[config.mk]
export PLATFORM = sky130hd
export DESIGN_NAME = hall_sample_serial_readout
export DESIGN_NICKNAME = d
export VERILOG_FILES = /design/src/verilog/hall_readout_pkg.sv /design/src/verilog/hall_sample_serial_readout.sv
export SDC_FILE = /design/constraint.sdc
export NUM_CORES = 1
export LEC_CHECK = 0
export BUFFER_PORTS_ARGS = -buffer_cell sky130_fd_sc_hd__buf_2
export CORE_MARGIN = 4
export CORE_UTILIZATION = 59
export DETAILED_ROUTE_END_ITERATION = 16
export GPL_TIMING_DRIVEN = 0
export PLACE_DENSITY = 0.81
export SLEW_MARGIN = 10
export SYNTH_ARGS = -nofsm -noshare
export SYNTH_HDL_FRONTEND = slang
export SYNTH_SLANG_ARGS = --single-unit
[constraint.sdc]
create_clock -name CLOCK -period 6.11 [get_ports CLOCK]
set_input_delay 0.611 -clock CLOCK [delete_from_list [all_inputs] [get_ports CLOCK]]
set_output_delay 0.611 -clock CLOCK [all_outputs]
set_load 0.02 [all_outputs]
[src/verilog/hall_readout_pkg.sv]
// constants and carrier types for the hall sensor sampling and readout block
`default_nettype none

package hall_readout_pkg;

  // ---------------------------------------------------------------
  // clock and acquisition timing
  // ---------------------------------------------------------------
  localparam int CLK_FREQ_MHZ       = 20;
  localparam int SECOND_TRACK_US    = 32;
  localparam int SECOND_HOLD_US     = 96;
  localparam int ACQ_COUNT_BITS     = 11;
  localparam logic [ACQ_COUNT_BITS-1:0] SECOND_TRACK_CYCLES =
    ACQ_COUNT_BITS'(SECOND_TRACK_US * CLK_FREQ_MHZ);
  localparam logic [ACQ_COUNT_BITS-1:0] SECOND_HOLD_CYCLES =
    ACQ_COUNT_BITS'(SECOND_HOLD_US * CLK_FREQ_MHZ);

  // ---------------------------------------------------------------
  // data and command layout
  // ---------------------------------------------------------------
  localparam int DATA_BITS       = 12;
  localparam int FRAC_BITS       = 7;
  localparam int ACC_BITS        = DATA_BITS + FRAC_BITS;
  localparam int CMD_BITS        = 16;
  localparam int BIT_COUNT_BITS  = 5;
  localparam int CMD_OP_MSB      = 15;
  localparam int CMD_OP_LSB      = 14;
  localparam int CMD_FILTER_MSB  = 13;
  localparam int CMD_FILTER_LSB  = 11;
  localparam int CMD_TRIM_MSB    = 10;
  localparam int CMD_TRIM_LSB    = 5;
  localparam int CMD_BURN_POS    = 0;
  localparam logic [1:0] CMD_WRITE = 2'h2;
  localparam logic [BIT_COUNT_BITS-1:0] CMD_LENGTH =
    BIT_COUNT_BITS'(CMD_BITS);

  // filter weight code and full scale trim code
  typedef struct packed {
    logic [2:0] filter;
    logic [5:0] trim;
  } sensor_config_t;

  localparam sensor_config_t CONFIG_RESET = '{filter: 3'h0, trim: 6'h00};

  // controls to the analog sample pair and converter
  typedef struct packed {
    logic track_first;
    logic track_second;
    logic convert_start;
  } afe_control_t;

  // answer of the converter: signed difference of the sample pair
  typedef struct packed {
    logic                       valid;
    logic signed [DATA_BITS-1:0] diff;
  } conversion_t;

endpackage

`default_nettype wire

[src/verilog/hall_sample_serial_readout.sv]
// sampling sequencer, filter and serial readout of the hall sensor
`default_nettype none

// Overview of operation
// - sensed flux, plus or minus 500 gauss, becomes a 12-bit serial word
// - device is only a link slave; serial output is a three-state driver
// - filter and trim set over the link, reloaded from one-time memory
// - first sample tracks the hall signal while select is high, except between a select fall and the second hold
// - first sample is held right after select falls
// - second sample starts tracking 32 us after select falls
// - second sample held at 96 us, then the pair difference converts
// - finished result loads the output shifter at the next select fall
// - acquisition timing runs apart from the serial shift clock
// - zero field reads 2048; north pole on top raises the count
// - input sampled on rising shift clock, output changes after falling
// - output high impedance and link ignored while select is high
// - 3-bit filter code halves moving-average weight per step, to 1/128
// - burn pulse fires at select fall of the command after a burn one

module hall_sample_serial_readout (
  input  wire logic                           CLOCK,
  input  wire logic                           RESET_N,
  input  wire logic                           SELECT_N,
  input  wire logic                           SHIFT_CLOCK,
  input  wire logic                           SERIAL_IN_LINE,
  output logic                                SERIAL_OUT_LINE_O,
  output logic                                SERIAL_OUT_LINE_OE_N,
  output hall_readout_pkg::afe_control_t      AFE_CONTROL,
  input  wire hall_readout_pkg::conversion_t  CONVERSION,
  output hall_readout_pkg::sensor_config_t    ACTIVE_CONFIG,
  input  wire hall_readout_pkg::sensor_config_t STORED_CONFIG,
  output logic                                BURN_PULSE,
  output hall_readout_pkg::sensor_config_t    BURN_VALUE
);
  import hall_readout_pkg::*;

  typedef enum logic [1:0] {
    S_TRACK_FIRST, S_HOLD_FIRST, S_TRACK_SECOND, S_CONVERT
  } acq_state_t;

  // ---------------------------------------------------------------
  // pin synchronisers and edge detection
  // ---------------------------------------------------------------
  logic [2:0] sel_meta, sel_sync;
  logic [1:0] sel_prev;
  logic       sel_high, sel_fall, sel_rise, sck_rise, sck_fall, serial_in_line;

  always_ff @(posedge CLOCK or negedge RESET_N) begin
    if (!RESET_N) begin
      sel_meta <= 3'h1;
      sel_sync <= 3'h1;
      sel_prev <= 2'h1;
    end else begin
      sel_meta <= {SERIAL_IN_LINE, SHIFT_CLOCK, SELECT_N};
      sel_sync <= sel_meta;
      sel_prev <= sel_sync[1:0];
    end
  end

  assign sel_high = sel_sync[0];
  assign sel_fall = sel_prev[0] & ~sel_sync[0];
  assign sel_rise = ~sel_prev[0] & sel_sync[0];
  assign sck_rise = ~sel_high & ~sel_prev[1] & sel_sync[1];
  assign sck_fall = ~sel_high & sel_prev[1] & ~sel_sync[1];
  assign serial_in_line      = sel_sync[2];

  // ---------------------------------------------------------------
  // acquisition sequencer
  // ---------------------------------------------------------------
  acq_state_t                state, next_state;
  logic [ACQ_COUNT_BITS-1:0] acq_count;
  logic                      at_second_track, at_second_hold;

  assign at_second_track = acq_count == SECOND_TRACK_CYCLES;
  assign at_second_hold  = acq_count == SECOND_HOLD_CYCLES;

  always_comb begin
    next_state = state;
    case (state)
      S_TRACK_FIRST:  next_state = state;
      S_HOLD_FIRST:   if (at_second_track) next_state = S_TRACK_SECOND;
      S_TRACK_SECOND: if (at_second_hold) next_state = S_CONVERT;
      S_CONVERT:      if (CONVERSION.valid) next_state = S_TRACK_FIRST;
      default:        next_state = S_TRACK_FIRST;
    endcase
    if (sel_fall)
      next_state = S_HOLD_FIRST;
  end

  // system-clock timebase, cleared at select fall and stopping at all ones, no link clock involved
  always_ff @(posedge CLOCK or negedge RESET_N) begin
    if (!RESET_N) begin
      state     <= S_TRACK_FIRST;
      acq_count <= '0;
    end else begin
      state <= next_state;
      if (sel_fall)
        acq_count <= '0;
      else if (acq_count != '1)
        acq_count <= acq_count + 1'b1;
    end
  end

  always_comb begin
    AFE_CONTROL.track_first   = sel_high & (state == S_TRACK_FIRST
                                            | state == S_CONVERT);
    AFE_CONTROL.track_second  = state == S_TRACK_SECOND;
    AFE_CONTROL.convert_start = state == S_TRACK_SECOND
                                & at_second_hold;
  end

  // ---------------------------------------------------------------
  // offset code and moving-average filter
  // ---------------------------------------------------------------
  sensor_config_t            cfg;
  logic                      cfg_loaded;
  logic [ACC_BITS-1:0]       acc, next_acc;
  logic [DATA_BITS-1:0]      code, result;
  logic signed [ACC_BITS:0]  filt_diff, filt_step;
  logic                      take_sample;

  // mid-scale offset: signed difference plus 2048
  assign code        = {~CONVERSION.diff[DATA_BITS-1],
                        CONVERSION.diff[DATA_BITS-2:0]};
  assign filt_diff   = $signed({1'b0, code, {FRAC_BITS{1'b0}}})
                       - $signed({1'b0, acc});
  assign filt_step   = filt_diff >>> cfg.filter;
  assign next_acc    = acc + filt_step[ACC_BITS-1:0];
  assign result      = acc[ACC_BITS-1:FRAC_BITS];
  assign take_sample = state == S_CONVERT & CONVERSION.valid;

  always_ff @(posedge CLOCK or negedge RESET_N) begin
    if (!RESET_N)
      acc <= '0;
    else if (take_sample)
      acc <= next_acc;
  end

  // ---------------------------------------------------------------
  // serial output shifter
  // ---------------------------------------------------------------
  logic [DATA_BITS-1:0] out_shift;

  always_ff @(posedge CLOCK or negedge RESET_N) begin
    if (!RESET_N)
      out_shift <= '0;
    else if (sel_fall)
      out_shift <= result;
    else if (sck_fall)
      out_shift <= {out_shift[DATA_BITS-2:0], 1'b0};
  end

  assign SERIAL_OUT_LINE_O    = out_shift[DATA_BITS-1];
  assign SERIAL_OUT_LINE_OE_N = sel_high;

  // ---------------------------------------------------------------
  // command capture, preview and one-time programming
  // ---------------------------------------------------------------
  logic [CMD_BITS-1:0]       in_shift;
  logic [BIT_COUNT_BITS-1:0] bit_count;
  logic                      cmd_write, burn_armed;
  sensor_config_t            cmd_value;

  assign cmd_write = sel_rise & bit_count == CMD_LENGTH
                     & in_shift[CMD_OP_MSB:CMD_OP_LSB] == CMD_WRITE;
  assign cmd_value = '{filter: in_shift[CMD_FILTER_MSB:CMD_FILTER_LSB],
                       trim:   in_shift[CMD_TRIM_MSB:CMD_TRIM_LSB]};

  always_ff @(posedge CLOCK or negedge RESET_N) begin
    if (!RESET_N) begin
      in_shift  <= '0;
      bit_count <= '0;
    end else if (sel_fall) begin
      bit_count <= '0;
    end else if (sck_rise) begin
      in_shift  <= {in_shift[CMD_BITS-2:0], serial_in_line};
      if (bit_count != '1)
        bit_count <= bit_count + 1'b1;
    end
  end

  // stored settings taken once, on the first edge after reset release
  always_ff @(posedge CLOCK or negedge RESET_N) begin
    if (!RESET_N) begin
      cfg        <= CONFIG_RESET;
      cfg_loaded <= 1'b0;
    end else if (!cfg_loaded) begin
      cfg        <= STORED_CONFIG;
      cfg_loaded <= 1'b1;
    end else if (cmd_write) begin
      cfg        <= cmd_value;
    end
  end

  always_ff @(posedge CLOCK or negedge RESET_N) begin
    if (!RESET_N) begin
      burn_armed <= 1'b0;
      BURN_VALUE <= CONFIG_RESET;
      BURN_PULSE <= 1'b0;
    end else begin
      BURN_PULSE <= sel_fall & burn_armed;
      if (sel_fall)
        burn_armed <= 1'b0;
      else if (cmd_write & in_shift[CMD_BURN_POS]) begin
        burn_armed <= 1'b1;
        BURN_VALUE <= cmd_value;
      end
    end
  end

  assign ACTIVE_CONFIG = cfg;
endmodule // hall_sample_serial_readout

`default_nettype wire

==> results of run 1 <==
-- layout make-up --
type	count	area (µm²)
plain buffers	31	117.6
clock buffers	10	127.6
clock inverters	6	68.82
fillers	832	3395
inverters	34	127.6
multi-input cells	534	3774
flip-flops and latches	94	2356
well taps	136	170.2
repair buffers	51	280.3
-- cell families (layout without fill, tap and decap cells) --
kind of cell / after synthesis / in the layout
AND/OR/NAND/NOR: 213 / 213
AO/OA/AOI/OAI: 172 / 172
flip-flops: 94 / 94
multiplexers: 73 / 73
buffers and inverters: 65 / 132
adder cells (fa/ha/maj): 42 / 42
XOR/XNOR: 33 / 33
other: 1 / 1
-- cells in the mapped netlist (all sizes together) (14+ instances only) --
| cell | number |
|---|---|
| nor2 | 60 |
| ha | 41 |
| a21oi | 49 |
| clkbuf | 26 |
| nand2 | 70 |
| xnor2 | 16 |
| o21ai | 53 |
| nor3 | 14 |
| inv | 33 |
| dfrtp | 91 |
| mux2i | 40 |
| mux2 | 33 |
| xor2 | 17 |
-- sequential cells by signal (all words and copies together), names as in the netlist --
signal         count
sel_sync           3
sel_meta           3
cfg_loaded         1
state              2
burn_armed         1
sel_prev           2
BURN_PULSE         1
ACTIVE_CONFIG      9
out_shift         12
acc               19
acq_count         11
in_shift          16
bit_count          5
BURN_VALUE         9
-- worst max-delay path, delay by kind of cell (launching register included) --
kind,cells,cell delay (ns)
mux,3,0.74
buf+inv,2,0.37
compound gates,5,1.03
simple gates,6,1.57
xor+xnor,2,0.31
flops,1,0.47
fa+ha+maj,2,0.49
-- per-layer routing --
metal	track usage, %	part of all wire [%]	up-vias
li1	-	-	2601
met1	32.10	44	2574
met2	41.49	49	155
met3	3.261	4.2	32
met4	7.853	2.1	0
met5	0	0	-
-- metrics by stage --
stage,worst slack [ns],instances
final,1.049,896
after global placement,1.109,879
after floorplan,1.675,693
after detailed placement,1.071,880
after global routing,0.6735,896
after CTS,1.095,896
-- layout by cell type (no fill, tap or decap), types with 3 or more instances in the layout --
cell / n
a21o_1: 10
a21oi_1: 47
a31o_2: 3
a31oi_1: 4
and2_1: 5
and3_1: 10
buf_1: 5
buf_2: 49
clkbuf_1: 26
clkbuf_8: 9
dfrtp_1: 91
dfstp_2: 3
ha_1: 41
inv_1: 33
mux2_2: 33
mux2i_1: 40
nand2_1: 70
nand2b_1: 5
nand3_1: 8
nand4_1: 10
nor2_1: 60
nor2b_1: 4
nor3_1: 13
o211ai_1: 3
o21a_1: 4
o21ai_0: 45
o21ai_1: 7
o21bai_1: 8
o22ai_1: 5
o311ai_0: 4
or3_1: 8
xnor2_1: 15
xor2_1: 17
-- path summary, 6_finish.rpt --
path                                  startpoint                        end  slack (ns)  cells past startpoint
max in group asynchronous                RESET_N      sel_sync[0]$_DFF_PN1_        5.20                      2
min in group CLOCK                      SELECT_N      sel_meta[0]$_DFF_PN1_        0.34                      1
max                           acc[1]$_DFFE_PN0P_        acc[18]$_DFFE_PN0P_        1.05                     20
max reg2reg                   acc[1]$_DFFE_PN0P_        acc[18]$_DFFE_PN0P_        1.05                     20
min reg2reg                sel_meta[2]$_DFF_PN0_      sel_sync[2]$_DFF_PN0_        0.35                      0
min                                      RESET_N  BURN_VALUE[6]$_DFFE_PN0P_        0.23                      1
-- power groups by stage --
stage	registers, mW	logic, mW	clock network [mW]
6_report	0.900	2.12	0.413
5_1_grt	0.916	2.37	0.451
4_1_cts	0.896	2.10	0.427
3_5_place_dp	0.907	2.07	0
3_3_place_gp	0.897	2.00	0
2_1_floorplan	0.868	1.66	0
==> results.sh, run 1 <==
export IMPL_outcome="finished clean"
export IMPL_synth_compound_area_share_pct=17.74
export IMPL_synth_top_area_share_pct=35.72
export IMPL_grt_antenna_before_repair=0
export IMPL_clk_pin_slew_ns=0.10
export IMPL_fin_util_pct=67.41
export IMPL_grt_pass1_wl_um=25560
export IMPL_cts_num_sinks=94
export IMPL_stdcell_area_um2=7022
export IMPL_setup_viol=0
export IMPL_postPlaceCellArea_um2=6825
export IMPL_end_kind="flop"
export IMPL_finalHoldViolations=0
export IMPL_htreeDepth=3
export IMPL_firstDrtPassIters=5
export IMPL_required_ns=6.40
export IMPL_synth_edff_count=0
export IMPL_ys_ff_latch=94
export IMPL_synth_top_family_by_area="compound AO/OA/AOI/OAI gates"
export IMPL_cts_tree="built"
export IMPL_drv_slew=0
export IMPL_avgSynthCellArea_um2=9.199
export IMPL_wirelength_um=14830
export IMPL_critPathMaxFanout=7
export IMPL_post_cts_resized=0
export IMPL_crit_chain="inv_1 > ha_1 > nor2b_1 > a31oi_2 > o41ai_4 > a21oi_1 > xnor2_1 > mux2_2 > mux2i_1 > o21ai_1 > ha_1 > clkbuf_1 > a21oi_1 > nand2_1 > and4b_1 > nor3_1 > and3b_1 > or3_1 > mux2i_1 > xnor2_1"
export IMPL_seqPwrFrac_pct=26.2
export IMPL_max_stage_delay_ns=0.47
export IMPL_synth_flop_cell="dfrtp_1"
export IMPL_clock_skew_ns=0.01437
export IMPL_clk_latency_ns=0.37
export IMPL_synth_distinct_cells=77
export IMPL_drc=0
export IMPL_synthXorXnorAreaFrac_pct=4.652
export IMPL_crit_type="reg -> reg"
export IMPL_gp_congestion=0.9481
export IMPL_switching_power_mw=1.601
export IMPL_worst_slew_pin_slew_ns=0.6693
export IMPL_synthMuxAreaShare_pct=12.11
export IMPL_whs_ns=0.2345
export IMPL_fp_dieW_um=111.9
export IMPL_drt_iter0_drc=429
export IMPL_power_density_nw_per_um2=489.6
export IMPL_netlist_instances=693
export IMPL_hpwl_um=11250
export IMPL_avgViaCountPerCell=5.984
export IMPL_syn_area_um2=6375
export IMPL_vdd_ir_drop_max_v=0.0002899
export IMPL_ys_warn_count=0
export IMPL_numCtsBuffers=9
export IMPL_fp_dieH_um=111.9
export IMPL_io_buffer_count=50
export IMPL_mappedNetlistNets=762
export IMPL_comb_power_share_pct=61.8
export IMPL_switching_share_pct=46.57
export IMPL_io_pins=51
export IMPL_hold_class="in -> async"
export IMPL_cts_buffer_depth=2
export IMPL_crit_arrival_ns=5.35
export IMPL_syn_to_final_growth_pct=10.15
export IMPL_p_clk_share_pct=12.0
export IMPL_power_total_mw=3.438
export IMPL_dieArea_um2=12530
export IMPL_core_rowCount=37
export IMPL_grt_max_degree=56
export IMPL_ys_async_sr_fraction_pct=100.0
export IMPL_internal_power_mw=1.837
export IMPL_yosysSeqAreaShare_pct=36.96
export IMPL_cts_setup_buffers=0
export IMPL_ant_nets=0
export IMPL_num_vias=5362
export IMPL_setup_tns_ns=0
export IMPL_drive_gt1_share_pct=16.05
export IMPL_drv_cap=0
export IMPL_p_leak_nw=3.409
export IMPL_synth_simple_area_share_pct=16.27
export IMPL_fmax_mhz=197.6
export IMPL_nets=824
export IMPL_overflow=0
export IMPL_diodes=0
export IMPL_yosysTopAreaCell="dfrtp_1"
export IMPL_grt_total_usage_pct=24.29
export IMPL_clock_root_buffer="clkbuf_8"
export IMPL_fin_crit_ns=5.061
export IMPL_first_global_vias=5422
export IMPL_start_util_pct=61.20
export IMPL_wl_per_cell_um=16.55
export IMPL_period_share_pct=82.84
export IMPL_slew_headroom_pct=55.38
export IMPL_synthAdderAreaFrac_pct=8.361
export IMPL_start_kind="flop"
export IMPL_crit_slowest_cell="dfrtp_1"
export IMPL_rsz0062_at_grt="no"
export IMPL_holdBufCountCts=0
export IMPL_core_area_um2=10420
export IMPL_yosys_top_cells_area="dfrtp_1 36%, ha_1 8.0%, mux2i_1 6.3%"
No activity file was read; power rests on OpenSTA's default activity.
==> run 2: changes to the inputs <==
- ABC_AREA: unset -> 1
- clock period: 6.11 -> 4.7 ns (I/O delays scaled with it)
==> results.sh, run 2 <==
export IMPL_crit_type="reg -> reg"
export IMPL_drv_slew=0
export IMPL_htreeDepth=3
export IMPL_firstDrtPassIters=11
export IMPL_p_leak_nw=3.322
export IMPL_max_stage_delay_ns=0.60
export IMPL_dieArea_um2=12130
export IMPL_postPlaceCellArea_um2=6605
export IMPL_yosysMostFrequentCell="nand2_1"
export IMPL_core_rowCount=37
export IMPL_outcome="finished clean"
export IMPL_fmax_mhz=239.4
export IMPL_synthTopCellsByCount="190 x nand2_1, 91 x dfrtp_1, 87 x inv_1, 84 x nand3_1, 73 x o21ai_0"
export IMPL_yosysSeqAreaShare_pct=38.28
export IMPL_switching_power_mw=1.929
export IMPL_nets=949
export IMPL_wirelength_um=14660
export IMPL_cts_buffer_depth=2
export IMPL_power_density_nw_per_um2=591.1
export IMPL_avgViaCountPerCell=5.674
export IMPL_slew_headroom_pct=54.73
export IMPL_multi_input_area_um2=3358
export IMPL_switching_share_pct=47.97
export IMPL_synth_top_area_share_pct=37.00
export IMPL_setup_tns_ns=0
export IMPL_r2r_end="acc[18]$_DFFE_PN0P_"
export IMPL_seqPwrFrac_pct=28.1
export IMPL_grt_max_degree=68
export IMPL_start_kind="flop"
export IMPL_r2r_slack_ns=0.52
export IMPL_vdd_ir_drop_max_v=0.0003344
export IMPL_clk_latency_ns=0.37
export IMPL_hpwl_um=11510
export IMPL_mappedNetlistNets=887
export IMPL_grt_total_usage_pct=25.01
export IMPL_crit_chain="inv_1 > ha_1 > nand2_1 > nor2_1 > nor3b_1 > nand3_1 > nand4_1 > nand2_1 > nand3_1 > nand3_1 > nand2_1 > nand2_1 > nand2_1 > inv_1 > ha_1 > inv_1 > nor3_1 > nand2_1 > o311ai_0 > inv_1 > nand2_1 > nand3_1 > nand2_1 > nand2_1"
export IMPL_ys_ff_latch=94
export IMPL_dp_worst_setup_slack_ns=0.5479
export IMPL_drt_iter0_drc=478
export IMPL_layout_common_cells="190 x nand2_1, 91 x dfrtp_1, 87 x inv_1"
export IMPL_yosys_top_cells_area="dfrtp_1 37%, nand2_1 12%, ha_1 8.3%"
export IMPL_setup_viol=0
export IMPL_grt_antenna_before_repair=0
export IMPL_num_vias=5793
export IMPL_synth_edff_count=0
export IMPL_crit_top_cell="nand2_1"
export IMPL_grt_pass1_wl_um=24170
export IMPL_placed_cells=1005
export IMPL_syn_area_um2=6155
export IMPL_largest_register_ffs=19
export IMPL_critPathMaxFanout=4
export IMPL_clock_skew_ns=0.01527
export IMPL_wl_per_cell_um=14.35
export IMPL_internal_power_mw=2.092
export IMPL_p_clk_share_pct=13.7
export IMPL_avgSynthCellArea_um2=7.524
export IMPL_fp_dieW_um=110.1
export IMPL_crit_arrival_ns=4.45
export IMPL_overflow=0
export IMPL_cts_setup_buffers=0
export IMPL_synth_flop_cell="dfrtp_1"
export IMPL_ys_warn_count=0
export IMPL_required_ns=4.97
export IMPL_cts_tree="built"
export IMPL_yosysTopAreaCell="dfrtp_1"
export IMPL_fin_crit_ns=4.177
export IMPL_reg2reg_from="acc[15]$_DFFE_PN0P_"
export IMPL_clock_root_buffer="clkbuf_8"
export IMPL_largest_register="acc"
export IMPL_gp_congestion=0.9653
export IMPL_netlist_instances=818
export IMPL_io_pins=51
export IMPL_first_global_vias=5261
export IMPL_fill_cells=894
export IMPL_rsz0062_at_grt="no"
export IMPL_comb_power_share_pct=58.2
export IMPL_stdcell_area_um2=6803
export IMPL_drive_gt1_share_pct=10.85
export IMPL_whs_ns=0.01214
export IMPL_worst_slew_pin_slew_ns=0.6705
export IMPL_hold_class="in -> async"
export IMPL_syn_to_final_growth_pct=10.53
export IMPL_final_common_cell="nand2_1"
export IMPL_drv_cap=0
export IMPL_largestRegisters="acc: 19 flops, in_shift: 16 flops, out_shift: 12 flops"
export IMPL_regArea_um2=2356
export IMPL_clk_pin_slew_ns=0.10
export IMPL_end_kind="flop"
export IMPL_finalHoldViolations=0
export IMPL_drc=0
export IMPL_ys_async_sr_fraction_pct=100.0
export IMPL_holdBufCountCts=0
export IMPL_stdcell_count=1021
export IMPL_fp_dieH_um=110.1
export IMPL_post_cts_resized=0
export IMPL_cts_num_sinks=94
export IMPL_start_util_pct=60.16
export IMPL_period_share_pct=88.87
export IMPL_synth_distinct_cells=48
export IMPL_io_buffer_count=50
export IMPL_diodes=0
export IMPL_reg2regPathDepth=24
export IMPL_core_area_um2=10230
export IMPL_ant_nets=0
export IMPL_timing_final_ws_setup_ns=0.5230
export IMPL_crit_slowest_cell="o311ai_0"
export IMPL_numCtsBuffers=9
[run 2: changes by cell type after synthesis, moves of 7 or more]
| cell | before | now |
|---|---|---|
| a21o_1 | 10 | 2 |
| a31oi_1 | 4 | 15 |
| and3_1 | 10 | 0 |
| inv_1 | 33 | 87 |
| mux2_2 | 33 | 4 |
| mux2i_1 | 40 | 2 |
| nand2_1 | 70 | 190 |
| nand3_1 | 8 | 84 |
| nor2_1 | 60 | 52 |
| o21ai_0 | 45 | 73 |
| or3_1 | 8 | 0 |
| xnor2_1 | 15 | 8 |
[run 2: how the worst max path moves through the flow]
stage                   startpoint             endpoint  slack, ns  depth (start not counted)
2_1_floorplan        CONVERSION[5]  acc[18]$_DFFE_PN0P_       1.33                         23
3_3_place_gp         CONVERSION[5]  acc[18]$_DFFE_PN0P_       0.63                         23
3_5_place_dp         CONVERSION[5]  acc[18]$_DFFE_PN0P_       0.55                         23
4_1_cts        acc[15]$_DFFE_PN0P_  acc[18]$_DFFE_PN0P_       0.61                         24
5_1_grt        acc[15]$_DFFE_PN0P_  acc[18]$_DFFE_PN0P_       0.24                         24
6_report       acc[15]$_DFFE_PN0P_  acc[18]$_DFFE_PN0P_       0.52                         24
[run 2: worst max-delay path: cells and delay by family, from the launching register on]
family	cells	cell delay (ns)
flops	1	0.47
simple gates	17	2.05
compound gates	1	0.60
fa+ha+maj	2	0.67
buf+inv	4	0.31
[run 2: kinds of logic after synthesis]
| kind of cell | Yosys count | share of synthesized area (%) |
|---|---|---|
| AOI/OAI and AO/OA | 171 | 15.96 |
| xor gates and xnor gates | 22 | 3.131 |
| adders and majority gates | 42 | 8.660 |
| buffers and inverters | 117 | 7.156 |
| DFF | 94 | 38.28 |
| muxes | 6 | 1.057 |
| other | 1 | 0.06093 |
| and+or+nand+nor | 365 | 25.70 |
[run 2: cell type report]
class | instances | area share (%)
Clock inverter | 6 | 1.030
Clock buffer | 10 | 1.876
Tap cell | 136 | 2.501
Multi-Input combinational cell | 607 | 49.37
Inverter | 92 | 5.076
Timing Repair Buffer | 51 | 4.120
Sequential cell | 94 | 34.63
Buffer | 25 | 1.398
[run 2: layer usage]
layer / vias up / global-route usage [%] / share of wire (%)
li1: 2867 / - / -
met3: 31 / 4.193 / 5.4
met4: 0 / 7.300 / 2.1
met1: 2707 / 35.20 / 46
met2: 188 / 39.99 / 46
met5: - / 0 / 0
[run 2: power groups by stage]
stage | Sequential (mW) | Clock, mW | Combinational [mW]
6_report | 1.13 | 0.552 | 2.34
3_5_place_dp | 1.14 | 0 | 2.29
3_3_place_gp | 1.14 | 0 | 2.23
4_1_cts | 1.13 | 0.560 | 2.31
2_1_floorplan | 1.10 | 0 | 1.81
5_1_grt | 1.15 | 0.598 | 2.63
[run 2: stage by stage]
stage / util [%] / power, mW
6_report: 66.49 / 4.021
5_1_grt: 66.49 / 4.381
4_1_cts: 66.49 / 3.996
3_5_place_dp: 64.56 / 3.432
3_3_place_gp: 64.27 / 3.364
2_1_floorplan: - / 2.913
